### src/logic/dipc_pkg.sv
// Purpose: Shared constants and types for the output converter control block.
// Assumes: 250 MHz system clock; 8-bit registers on a 32-bit Avalon-MM slave.
// Notes: Register indices are word indices; byte address is four times the index.
package dipc_pkg;
   localparam int CLK_HZ = 250_000_000;
   localparam int TIMEBASE_HZ = 5_000_000;
   localparam int TB_DIV = CLK_HZ / TIMEBASE_HZ;
   localparam int TB_W = $clog2(TB_DIV);
   localparam int PRESCALE_DIV = 10;
   localparam int PS_W = $clog2(PRESCALE_DIV);
   localparam int ADDR_W = 14;
   localparam int LVL_W = 12;

   localparam logic [11:0] IDX_CTRL_B = 12'h405;
   localparam logic [11:0] IDX_CTRL_C = 12'h406;
   localparam logic [11:0] IDX_STATUS = 12'h407;
   localparam logic [7:0] RST_CTRL_B = 8'h00;
   localparam logic [7:0] RST_CTRL_C = 8'h00;
   localparam logic [7:0] RST_STATUS = 8'h30;

   // Control register B fields.
   localparam int B_FIFO_IRQ_MODE = 6;
   localparam int B_IRQ_ENABLE = 5;
   localparam int B_DMA_ENABLE = 2;
   localparam int B_DMA_CH_HI = 1;
   localparam int B_DMA_CH_LO = 0;
   localparam logic [7:0] B_WR_MASK = 8'h67;
   // Control register C fields.
   localparam int C_RANGE_CONV1 = 7;
   localparam int C_RANGE_CONV0 = 6;
   localparam int C_PRESCALER_EN = 3;
   localparam int C_EXT_POLARITY = 2;
   localparam int C_SRC_HI = 1;
   localparam int C_SRC_LO = 0;
   localparam logic [7:0] C_WR_MASK = 8'hCF;
   // Status register fields.
   localparam int S_CONV_ENABLE = 7;
   localparam int S_SOFT_CONVERT = 6;
   localparam int S_FIFO_HALF = 5;
   localparam int S_FIFO_ROOM = 4;
   localparam int S_FIFO_HAS_DATA = 3;
   localparam int S_UNDERFLOW = 2;
   localparam int S_DMA_DONE = 1;
   localparam int S_PENDING = 0;

   localparam logic [LVL_W-1:0] LVL_HALF_ABOVE = 12'h401;
   localparam logic [LVL_W-1:0] LVL_HALF_AT = 12'h400;
   localparam logic [LVL_W-1:0] LVL_FULL = 12'h800;
   localparam logic [LVL_W-1:0] LVL_EMPTY = 12'h000;

   typedef enum logic [1:0] {
      SRC_SOFT = 2'b00,
      SRC_INT_PACER = 2'b01,
      SRC_EXT_PACER = 2'b10,
      SRC_ADC_PACER = 2'b11
   } dipc_pacer_src_type;

   typedef enum logic [1:0] {
      DMA_OFF = 2'b00,
      DMA_CH5 = 2'b01,
      DMA_CH6 = 2'b10,
      DMA_CH7 = 2'b11
   } dipc_dma_ch_type;

   localparam logic [1:0] SEL_CONV0 = 2'b00;
   localparam logic [1:0] SEL_CONV1 = 2'b01;
   localparam logic [1:0] SEL_BOTH = 2'b10;

   typedef struct packed {
      logic conv0;
      logic conv1;
   } dipc_update_type;
endpackage

### src/logic/dipc_top.sv
// Purpose: Interrupt, DMA, range, pacer and status control for a two-channel output path.
// Assumes: FIFO level, underflow, busy and pacer ticks come from logic on ref_clk_in.
// Notes: Pins ext_pacer_in and dma_tc_in are synchronised by three flip-flops.
// Functional notes
// - Mode 0: event on level 1025 to 1024; mode 1: event on leaving full.
// - FIFO interrupt mode matters only with irq_enable set and DMA channel off.
// - Irq enabled, DMA off: interrupt on chosen FIFO event, underflow or terminal count.
// - Irq enabled, DMA on: interrupt on host terminal count.
// - dma_enable gates DMA transfers for output data.
// - Channel field: 00 off, 01 channel 5, 10 channel 6, 11 channel 7.
// - DMA request stays asserted while the FIFO has room for one more value.
// - Gain code bit 0 sets converter 0 range, bit 1 converter 1.
// - Pacer counter clocks at 5 MHz, or 500 kHz with prescaler enabled.
// - External pacer active on rising edge at polarity 0, falling at 1.
// - Source field: 00 software, 01 internal, 10 external, 11 input-side pacer.
// - Status register resets to 30h.
// - No conversions while conversion_enable is 0.
// - Underflow with irq_enable set clears conversion_enable.
// - conversion_enable written only when write bit 5 is 0; half flag is live.
// - Writing 1 to soft_convert with software source updates converters; 0 does nothing.
// - Reading soft_convert shows converters busy.
// - fifo_half_flag is 1 below 1025 words, else 0.
// - Half event with mode 0, irq enabled, DMA off sets pending flag and interrupt.
// - Status write of 0 clears an event flag, 1 preserves it; never sets.
// - Both selected: converter 0 takes first value, converter 1 next, together.
//
// The Avalon-MM interface to the registers was left to the implementer.
`timescale 1ns/100ps
module dipc_top (
   input wire logic ref_clk_in,
   input wire logic rstn_in,
   input wire logic [dipc_pkg::ADDR_W-1:0] avs_address_in,
   input wire logic avs_read_in,
   input wire logic avs_write_in,
   input wire logic [31:0] avs_writedata_in,
   input wire logic [3:0] avs_byteenable_in,
   output logic [31:0] avs_readdata_out,
   output logic avs_waitrequest_out,
   input wire logic [dipc_pkg::LVL_W-1:0] fifo_level_in,
   input wire logic fifo_underflow_in,
   input wire logic [1:0] conv_sel_in,
   input wire logic conv_busy_in,
   input wire logic int_pacer_tick_in,
   input wire logic adc_pacer_tick_in,
   input wire logic ext_pacer_in,
   input wire logic dma_tc_in,
   output logic [2:0] dma_req_out,
   output logic irq_out,
   output logic [1:0] range_sel_out,
   output logic pacer_cnt_tick_out,
   output dipc_pkg::dipc_update_type conv_update_out
);
   import dipc_pkg::*;

   function automatic logic reg_hit(input logic [ADDR_W-1:0] addr, input logic [11:0] idx);
      reg_hit = (addr[ADDR_W-1:2] == idx);
   endfunction

   function automatic logic [2:0] dma_onehot(input logic [1:0] ch);
      logic [2:0] r;
      r = 3'h0;
      unique case (ch)
         DMA_OFF: r = 3'h0;
         DMA_CH5: r = 3'h1;
         DMA_CH6: r = 3'h2;
         DMA_CH7: r = 3'h4;
      endcase
      dma_onehot = r;
   endfunction

   logic ack_ff;
   logic [31:0] rdata_ff;
   logic [7:0] ctrl_b_ff;
   logic [7:0] ctrl_c_ff;
   logic conversion_enable_ff, uf_ff, tc_flag_ff, pend_ff;
   logic [LVL_W-1:0] lvl_prev_ff;
   logic ext_meta_ff, ext_s2_ff, ext_s3_ff;
   logic tc_meta_ff, tc_s2_ff, tc_s3_ff;
   logic [TB_W-1:0] tb_cnt_ff;
   logic [PS_W-1:0] ps_cnt_ff;
   logic [2:0] dma_req_ff;
   logic tick_ff;
   dipc_update_type upd_ff;

   logic req, wr_acc, st_wr, b_wr, c_wr;
   logic irq_en, dma_off, dma_on, half_evt, room_evt, fifo_evt, tc_evt, set_pend;
   logic ext_edge, tb_tick, ps_wrap, src_tick, soft_go, conv_go, room, conv_busy;
   logic [7:0] status_rd;
   dipc_update_type nxt_upd;

   // Bus slave: one wait cycle, then the access completes.
   assign req = avs_read_in | avs_write_in;
   assign avs_waitrequest_out = req & ~ack_ff;
   assign wr_acc = avs_write_in & ack_ff & avs_byteenable_in[0];
   assign st_wr = wr_acc & reg_hit(avs_address_in, IDX_STATUS);
   assign b_wr = wr_acc & reg_hit(avs_address_in, IDX_CTRL_B);
   assign c_wr = wr_acc & reg_hit(avs_address_in, IDX_CTRL_C);
   assign avs_readdata_out = rdata_ff;

   always_ff @(posedge ref_clk_in) begin
      if (!rstn_in) begin
         ack_ff <= 1'b0;
      end else begin
         ack_ff <= req & ~ack_ff;
      end
   end

   always_ff @(posedge ref_clk_in) begin
      if (!rstn_in) begin
         rdata_ff <= 32'h0000_0000;
      end else if (avs_read_in & ~ack_ff) begin
         if (reg_hit(avs_address_in, IDX_CTRL_B)) begin
            rdata_ff <= {24'h00_0000, ctrl_b_ff};
         end else if (reg_hit(avs_address_in, IDX_CTRL_C)) begin
            rdata_ff <= {24'h00_0000, ctrl_c_ff};
         end else if (reg_hit(avs_address_in, IDX_STATUS)) begin
            rdata_ff <= {24'h00_0000, status_rd};
         end else begin
            rdata_ff <= 32'h0000_0000;
         end
      end
   end

   always_ff @(posedge ref_clk_in) begin
      if (!rstn_in) begin
         ctrl_b_ff <= RST_CTRL_B;
         ctrl_c_ff <= RST_CTRL_C;
      end else begin
         if (b_wr) begin
            ctrl_b_ff <= avs_writedata_in[7:0] & B_WR_MASK;
         end
         if (c_wr) begin
            ctrl_c_ff <= avs_writedata_in[7:0] & C_WR_MASK;
         end
      end
   end

   assign irq_en = ctrl_b_ff[B_IRQ_ENABLE];
   assign dma_off = ({ctrl_b_ff[B_DMA_CH_HI], ctrl_b_ff[B_DMA_CH_LO]} == DMA_OFF);
   assign dma_on = ctrl_b_ff[B_DMA_ENABLE];
   assign range_sel_out = {ctrl_c_ff[C_RANGE_CONV1], ctrl_c_ff[C_RANGE_CONV0]};

   // Pin synchronisers; only the second and third stages feed logic.
   always_ff @(posedge ref_clk_in) begin
      if (!rstn_in) begin
         ext_meta_ff <= 1'b0;
         ext_s2_ff <= 1'b0;
         ext_s3_ff <= 1'b0;
         tc_meta_ff <= 1'b0;
         tc_s2_ff <= 1'b0;
         tc_s3_ff <= 1'b0;
      end else begin
         ext_meta_ff <= ext_pacer_in;
         ext_s2_ff <= ext_meta_ff;
         ext_s3_ff <= ext_s2_ff;
         tc_meta_ff <= dma_tc_in;
         tc_s2_ff <= tc_meta_ff;
         tc_s3_ff <= tc_s2_ff;
      end
   end

   assign ext_edge = ctrl_c_ff[C_EXT_POLARITY] ? (ext_s3_ff & ~ext_s2_ff)
                                               : (~ext_s3_ff & ext_s2_ff);
   assign tc_evt = tc_s2_ff & ~tc_s3_ff;

   // FIFO level events.
   always_ff @(posedge ref_clk_in) begin
      if (!rstn_in) begin
         lvl_prev_ff <= LVL_EMPTY;
      end else begin
         lvl_prev_ff <= fifo_level_in;
      end
   end

   assign half_evt = (lvl_prev_ff == LVL_HALF_ABOVE) && (fifo_level_in == LVL_HALF_AT);
   assign room_evt = (lvl_prev_ff == LVL_FULL) && (fifo_level_in != LVL_FULL);
   assign fifo_evt = ctrl_b_ff[B_FIFO_IRQ_MODE] ? room_evt : half_evt;
   assign set_pend = irq_en & ((dma_off & (fifo_evt | fifo_underflow_in)) | tc_evt);

   always_ff @(posedge ref_clk_in) begin
      if (!rstn_in) begin
         pend_ff <= RST_STATUS[S_PENDING];
      end else if (set_pend) begin
         pend_ff <= 1'b1;
      end else if (st_wr & ~avs_writedata_in[S_PENDING]) begin
         pend_ff <= 1'b0;
      end
   end
   assign irq_out = pend_ff;

   always_ff @(posedge ref_clk_in) begin
      if (!rstn_in) begin
         uf_ff <= RST_STATUS[S_UNDERFLOW];
      end else if (fifo_underflow_in) begin
         uf_ff <= 1'b1;
      end else if (st_wr & ~avs_writedata_in[S_UNDERFLOW]) begin
         uf_ff <= 1'b0;
      end
   end

   always_ff @(posedge ref_clk_in) begin
      if (!rstn_in) begin
         tc_flag_ff <= RST_STATUS[S_DMA_DONE];
      end else if (tc_evt & dma_on) begin
         tc_flag_ff <= 1'b1;
      end else if (st_wr & ~avs_writedata_in[S_DMA_DONE]) begin
         tc_flag_ff <= 1'b0;
      end
   end

   always_ff @(posedge ref_clk_in) begin
      if (!rstn_in) begin
         conversion_enable_ff <= RST_STATUS[S_CONV_ENABLE];
      end else if (fifo_underflow_in & irq_en) begin
         conversion_enable_ff <= 1'b0;
      end else if (st_wr & ~avs_writedata_in[S_FIFO_HALF]) begin
         conversion_enable_ff <= avs_writedata_in[S_CONV_ENABLE];
      end
   end

   assign conv_busy = conv_busy_in | upd_ff.conv0 | upd_ff.conv1;
   always_comb begin
      status_rd = 8'h00;
      status_rd[S_CONV_ENABLE] = conversion_enable_ff;
      status_rd[S_SOFT_CONVERT] = conv_busy;
      status_rd[S_FIFO_HALF] = (fifo_level_in < LVL_HALF_ABOVE);
      status_rd[S_FIFO_ROOM] = (fifo_level_in != LVL_FULL);
      status_rd[S_FIFO_HAS_DATA] = (fifo_level_in != LVL_EMPTY);
      status_rd[S_UNDERFLOW] = uf_ff;
      status_rd[S_DMA_DONE] = tc_flag_ff;
      status_rd[S_PENDING] = pend_ff;
   end

   // DMA request per host channel, demand style.
   assign room = (fifo_level_in != LVL_FULL);
   always_ff @(posedge ref_clk_in) begin
      if (!rstn_in) begin
         dma_req_ff <= 3'h0;
      end else if (dma_on & room) begin
         dma_req_ff <= dma_onehot({ctrl_b_ff[B_DMA_CH_HI], ctrl_b_ff[B_DMA_CH_LO]});
      end else begin
         dma_req_ff <= 3'h0;
      end
   end
   assign dma_req_out = dma_req_ff;

   // Pacer counter timebase: 5 MHz, or 500 kHz through the prescaler.
   assign tb_tick = (tb_cnt_ff == TB_W'(TB_DIV - 1));
   assign ps_wrap = tb_tick & (ps_cnt_ff == PS_W'(PRESCALE_DIV - 1));
   always_ff @(posedge ref_clk_in) begin
      if (!rstn_in) begin
         tb_cnt_ff <= '0;
      end else if (tb_tick) begin
         tb_cnt_ff <= '0;
      end else begin
         tb_cnt_ff <= tb_cnt_ff + TB_W'(1);
      end
   end

   always_ff @(posedge ref_clk_in) begin
      if (!rstn_in) begin
         ps_cnt_ff <= '0;
      end else if (ps_wrap) begin
         ps_cnt_ff <= '0;
      end else if (tb_tick) begin
         ps_cnt_ff <= ps_cnt_ff + PS_W'(1);
      end
   end

   always_ff @(posedge ref_clk_in) begin
      if (!rstn_in) begin
         tick_ff <= 1'b0;
      end else begin
         tick_ff <= ctrl_c_ff[C_PRESCALER_EN] ? ps_wrap : tb_tick;
      end
   end
   assign pacer_cnt_tick_out = tick_ff;

   // Conversion source and converter update strobes.
   assign soft_go = st_wr & avs_writedata_in[S_SOFT_CONVERT];
   always_comb begin
      src_tick = 1'b0;
      unique case (dipc_pacer_src_type'({ctrl_c_ff[C_SRC_HI], ctrl_c_ff[C_SRC_LO]}))
         SRC_SOFT: src_tick = soft_go;
         SRC_INT_PACER: src_tick = int_pacer_tick_in;
         SRC_EXT_PACER: src_tick = ext_edge;
         SRC_ADC_PACER: src_tick = adc_pacer_tick_in;
      endcase
   end
   assign conv_go = conversion_enable_ff & src_tick;

   always_comb begin
      nxt_upd.conv0 = conv_go & ((conv_sel_in == SEL_CONV0) | (conv_sel_in == SEL_BOTH));
      nxt_upd.conv1 = conv_go & ((conv_sel_in == SEL_CONV1) | (conv_sel_in == SEL_BOTH));
   end

   always_ff @(posedge ref_clk_in) begin
      if (!rstn_in) begin
         upd_ff <= '0;
      end else begin
         upd_ff <= nxt_upd;
      end
   end
   assign conv_update_out = upd_ff;
endmodule

### config.mk
export PLATFORM = sky130hd
export DESIGN_NAME = dipc_top
export DESIGN_NICKNAME = d
export VERILOG_FILES = /design/src/logic/dipc_pkg.sv /design/src/logic/dipc_top.sv
export SDC_FILE = /design/constraint.sdc
export NUM_CORES = 1
export LEC_CHECK = 0
export BUFFER_PORTS_ARGS = -buffer_cell sky130_fd_sc_hd__buf_4
export CORE_MARGIN = 10
export CORE_UTILIZATION = 43
export CTS_CLUSTER_SIZE = 8
export DETAILED_ROUTE_END_ITERATION = 8
export PLACE_DENSITY = 0.85
export SYNTH_ARGS = -nofsm -noshare
export SYNTH_HDL_FRONTEND = slang
export SYNTH_SLANG_ARGS = --single-unit
### constraint.sdc
create_clock -name ref_clk_in -period 2.01 [get_ports ref_clk_in]
set_input_delay 0.603 -clock ref_clk_in [delete_from_list [all_inputs] [get_ports ref_clk_in]]
set_output_delay 0.603 -clock ref_clk_in [all_outputs]
set_load 0.02 [all_outputs]
After elaboration in Yosys (flattened, before gate mapping)
Cells that the tools add are included.
- add/subtract/negate cells: 2
- order comparisons: 1
- equal/unequal tests: 17
- mux-type cells: 14
- bitwise operators: 40
- reductions and logical operators: 13
- operators by type and width (cell ; count):
    12-bit by 11-bit equality test with 1-bit output (second input constant) ; 5
    1-bit bitwise AND ; 24
    8-bit 2-to-1 mux ; 3
    12-bit equality test (second input constant) ; 1
    12-bit by 11-bit less-than comparator with 1-bit output (second input constant) ; 1
    12-bit inequality test (second input constant) ; 1
    3-bit one-hot mux with 4 select lines ; 1
    12-bit nonzero test ; 1
    2-bit equality test (second input constant) ; 5
    1-bit 2-to-1 mux ; 9
    1-bit NOT ; 9
    1-bit OR ; 7
    6-bit by 1-bit adder with 6-bit output (second input constant) ; 1
    2-bit by 1-bit equality test with 1-bit output (second input constant) ; 3
    6-bit equality test (second input constant) ; 1
    2-bit logical NOT ; 3
    2-bit nonzero test ; 3
    2-bit OR reduction ; 3
    4-bit by 1-bit adder with 4-bit output (second input constant) ; 1
    4-bit equality test (second input constant) ; 1
    1-bit one-hot mux with 4 select lines ; 1
    1-bit logical AND ; 2
    2-bit AND reduction ; 1
- flip-flop bits (word level): 82
- bits of input ports: 74
- output and inout port bits: 42

Logic depth before layout (Yosys ltp)
- word-level depth: 8
- depth in mapped cells: 6

Least setup slack after synthesis
No wires, ideal clock.
- path kind: input port to flip-flop
- start point: in avs_address_in[9] (netlist bit)
- end point: reg rdata_ff[1] (netlist: avs_readdata_out[1])
- library setup time: 70 ps
- arrival time: 1970 ps
- path slack: -30 ps
- cell stages on the path: 5
- path buffers: 1
- path through: or4b_1 > buf_2 > nor4_4 > a22oi_2 > a21oi_1
- word-level cells in the longest chain between the ends: 4
- elaborated cells between the ends (all ways): 6
- classes of those cells: eq/ne (3); mux (3)
- ends and longest elaborated chain (item ; line ; RTL):
    from (decl) ; dipc_top.sv:32 ; input wire logic [dipc_pkg::ADDR_W-1:0] avs_address_in,
    12-bit by 11-bit equality test with 1-bit output ; dipc_top.sv:56 ; reg_hit = (addr[ADDR_W-1:2] == idx);
    8-bit 2-to-1 mux ; dipc_top.sv:116 ; end else if (reg_hit(avs_address_in, IDX_STATUS)) begin
    8-bit 2-to-1 mux ; dipc_top.sv:114 ; end else if (reg_hit(avs_address_in, IDX_CTRL_C)) begin
    8-bit 2-to-1 mux * ; dipc_top.sv:112 ; if (reg_hit(avs_address_in, IDX_CTRL_B)) begin
    to (signal assigned) ; dipc_top.sv:113 ; rdata_ff <= {24'h00_0000, ctrl_b_ff};
    to (signal assigned) ; dipc_top.sv:115 ; rdata_ff <= {24'h00_0000, ctrl_c_ff};
    to (signal assigned) ; dipc_top.sv:117 ; rdata_ff <= {24'h00_0000, status_rd};
    to (decl) ; dipc_top.sv:72 ; logic [31:0] rdata_ff;
Every way passes the cells marked *; elsewhere a longest branch is shown, timed or not.
A chain may end at the register's enable or synchronous reset.

Worst setup path after layout
- start point: in avs_address_in[9] (netlist bit)
- end point: reg ctrl_c_ff[6]
- word-level cells in the longest chain between the ends: 2
- ends and longest elaborated chain (item ; line ; RTL):
    12-bit by 11-bit equality test with 1-bit output ; dipc_top.sv:56 ;
    1-bit bitwise AND ; dipc_top.sv:97 ; assign c_wr = wr_acc & reg_hit(avs_address_in, IDX_CTRL_C);
    to (signal assigned) ; dipc_top.sv:133 ; ctrl_c_ff <= avs_writedata_in[7:0] & C_WR_MASK;
    to (decl) ; dipc_top.sv:74 ; logic [7:0] ctrl_c_ff;
No other way between the ends.

==> results.sh <==
export IMPL_drive_above_1_share_pct=26.8
export IMPL_r2r_slack_ns=0.35
export IMPL_insertion_delay_ns=0.34
export IMPL_die_w_um=99.0
export IMPL_num_rows=28
export IMPL_leakage_nw=1.42
export IMPL_period_minus_slack_ns=1.92
export IMPL_worstHoldStart="ext_meta_ff"
export IMPL_netlist_area_um2=2680
export IMPL_grt_use_met2_pct=22.9
export IMPL_grtUsageTotal_pct=14.7
export IMPL_synth_top_area_share_pct=43.3
export IMPL_cts_buffers=9
export IMPL_criticalPathCategory="in2reg"
export IMPL_hp_class="reg2reg"
export IMPL_fill_cells=536
export IMPL_dp_hpwl_um=5580
export IMPL_gp_congestion=0.911
export IMPL_initialDrtViolationCount=174
export IMPL_hold_viol=0
export IMPL_cp_num_buf_inv=3
export IMPL_cts_tree="yes"
export IMPL_yosys_top_cells_area="dfxtp_1, buf_4, and2_1, o21ai_0, nand3_1"
export IMPL_end_kind="flip-flop"
export IMPL_fin_skew_ns=0.00818
export IMPL_synthFlopType="dfxtp_1"
export IMPL_worst_pin_slew_ns=0.512
export IMPL_power_density_nw_per_um2=722
export IMPL_slew_headroom_pct=65.8
export IMPL_hold_ws_ns=0.436
export IMPL_busiest_layer="met2"
export IMPL_netlist_instances=303
export IMPL_ys_seq_elements=58
export IMPL_postRouteAntennaNets=0
export IMPL_cts_max_path_buffers=2
export IMPL_cp_required_ns=2.27
export IMPL_ioPinCount=116
export IMPL_vias_per_cell=5.37
export IMPL_post_route_util_pct=56.7
export IMPL_antenna_found_initial=0
export IMPL_grt_pass1_vias=2440
export IMPL_htreeDepth=3
export IMPL_fmax_mhz=521
export IMPL_synth_area_leader_cell="dfxtp_1"
export IMPL_place_inst=442
export IMPL_slowest_stage="or4b_1"
export IMPL_cts_setup_buffers=0
export IMPL_core_um2=5990
export IMPL_synthArstFlopShare_pct=0
export IMPL_dieArea_um2=9790
export IMPL_synth_edf_count=0
export IMPL_io_buffer_count=61
export IMPL_start_kind="input port"
export IMPL_status="finished clean"
export IMPL_preCtsSetupSlack_ns=-0.246
export IMPL_ys_types=48
export IMPL_rsz0062_at_grt="no"
export IMPL_wl_um=7370
export IMPL_cp_top_family="simple AND/OR/NAND/NOR gates"
export IMPL_layout_cells_non_filler=456
export IMPL_die_height_um=99.0
export IMPL_grt_start_max_net_pins=32
export IMPL_maxCapViolations=0
export IMPL_use_met3_pct=6.70
export IMPL_crit_chain="buf_4 -> or4b_1 -> buf_4 -> nor4_4 -> buf_4 -> nand3_1 -> a21oi_1"
export IMPL_avgRoutedWirePerCell_um=16.2
export IMPL_finalCritPeriodShare_pct=95.5
export IMPL_clkSinkCount=58
export IMPL_synth_most_common_cell="dfxtp_1"
export IMPL_cp_slowest_stage_delay_ns=0.67
export IMPL_crit_fanout=9
export IMPL_ys_warn_count=0
export IMPL_worstReg2RegStart="tb_cnt_ff[0]"
export IMPL_postLayoutCellArea_um2=3400
export IMPL_grt_remaining_overflow=0
export IMPL_crit_arrival_ns=2.18
export IMPL_yosysSeqAreaShare_pct=43.3
export IMPL_setup_ws_ns=0.0905
export IMPL_nNetsFinal=458
export IMPL_antenna_cells=0
export IMPL_syn_area_per_cell_um2=8.85
export IMPL_cts_root_buf="clkbuf_8"
export IMPL_cp_common_cell="buf_4"
export IMPL_startpoint="avs_address_in[9]"
export IMPL_via_count=2447
export IMPL_drc=0
export IMPL_clk_pin_slew_ns=0.06
export IMPL_met1_usage_pct=17.1
export IMPL_grt_pass1_wl_um=11800
export IMPL_area_growth_pct=26.6
export IMPL_initial_utilization_pct=44.8
export IMPL_dr_pass1_iters=4
export IMPL_vdd_drop_max_mv=0.482
export IMPL_setup_viol=0
export IMPL_synth_commonest_cells="dfxtp_1, buf_4, nor2_1, o21ai_0, nand3_1"
export IMPL_dpl_cell_area_um2=3210
export IMPL_slew_viol_final=0
==> cell type report <==
class	count	area, um2	area share (%)
inverters	10	37.5	1.11
flip-flops and latches	58	1160	34.2
repair buffers	78	586	17.2
clock inverters	4	45.0	1.33
well taps	75	93.8	2.76
multi-input cells	221	1350	39.6
clock buffers	10	128	3.76
==> worst paths after layout <==
check | end | cells past startpoint
worst min register to register | ext_s2_ff | 1
worst max-delay path | ctrl_c_ff[6] | 7
worst min-delay path | ext_s2_ff | 1
worst max register to register | ps_cnt_ff[2] | 5
==> layer usage <==
metal | share of wire, % | wire [um]
met1 | 41 | 3020
met2 | 47 | 3430
met3 | 11 | 793
met4 | 1.7 | 127
met5 | 0 | 0
==> worst register-to-register path: stages (launching register included) <==
cell      delay, ns
dfxtp_1        0.37
ha_1           0.16
nand4b_1       0.16
or2_2          0.34
o21ai_0        0.42
nor2_1         0.10
==> cells by family after synthesis <==
group | Yosys count | synth area share (%)
AO/OA/AOI/OAI | 63 | 14.7
AND/OR/NAND/NOR | 118 | 25.2
adder cells (fa/ha/maj) | 6 | 2.80
XOR/XNOR | 7 | 2.29
buffers and inverters | 47 | 10.4
flip-flops | 58 | 43.3
multiplexers | 3 | 1.21
other | 1 | 0.140
==> metrics by stage <==
stage / power (mW) / setup TNS, ns
finish: 2.45 / 0
global route: 2.54 / 0
CTS: 2.47 / 0
detailed placement: 1.49 / -3.98
global placement: 1.49 / -3.41
floorplan: 1.40 / 0
==> cell usage in the layout (no fill, tap or decap), types with 9 or more instances in the layout <==
| master | Yosys | routed |
|---|---|---|
| buf_4 | 26 | 78 |
| dfxtp_1 | 58 | 58 |
| conb_1 | 1 | 24 |
| nor2_1 | 23 | 23 |
| o21ai_0 | 21 | 21 |
| nand3_1 | 20 | 20 |
| a21oi_1 | 18 | 18 |
| and2_1 | 17 | 17 |
| inv_1 | 10 | 10 |
| nand2_1 | 9 | 9 |
| clkbuf_8 | 0 | 9 |
==> where the power goes <==
part	internal [mW]	switching [mW]	total (mW)	leakage, nW
combinational	0.115	0.159	0.274	0.855
sequential	1.18	0.0186	1.20	0.474
clock	0.551	0.424	0.975	0.0918
==> what timing repair did <==
item	CTS	global route
gates resized for setup	0	2
setup endpoints to repair	0	3
hold buffers	0	0
==> registers in the layout (all words and copies together), names as in the netlist <==
| name | cells |
|---|---|
| ext_s3_ff | 1 |
| ext_meta_ff | 1 |
| ctrl_b_ff | 5 |
| ctrl_c_ff | 6 |
| tc_flag_ff | 1 |
| tc_s3_ff | 1 |
| conversion_enable_ff | 1 |
| tb_cnt_ff | 6 |
| ack_ff | 1 |
| pacer_cnt_tick_out | 1 |
| dma_req_out | 3 |
| tc_s2_ff | 1 |
| uf_ff | 1 |
| ps_cnt_ff | 4 |
| lvl_prev_ff | 12 |
| tc_meta_ff | 1 |
| ext_s2_ff | 1 |
| conv_update_out | 2 |
| avs_readdata_out | 8 |
| irq_out | 1 |
No activity file was read; power rests on OpenSTA's default activity.
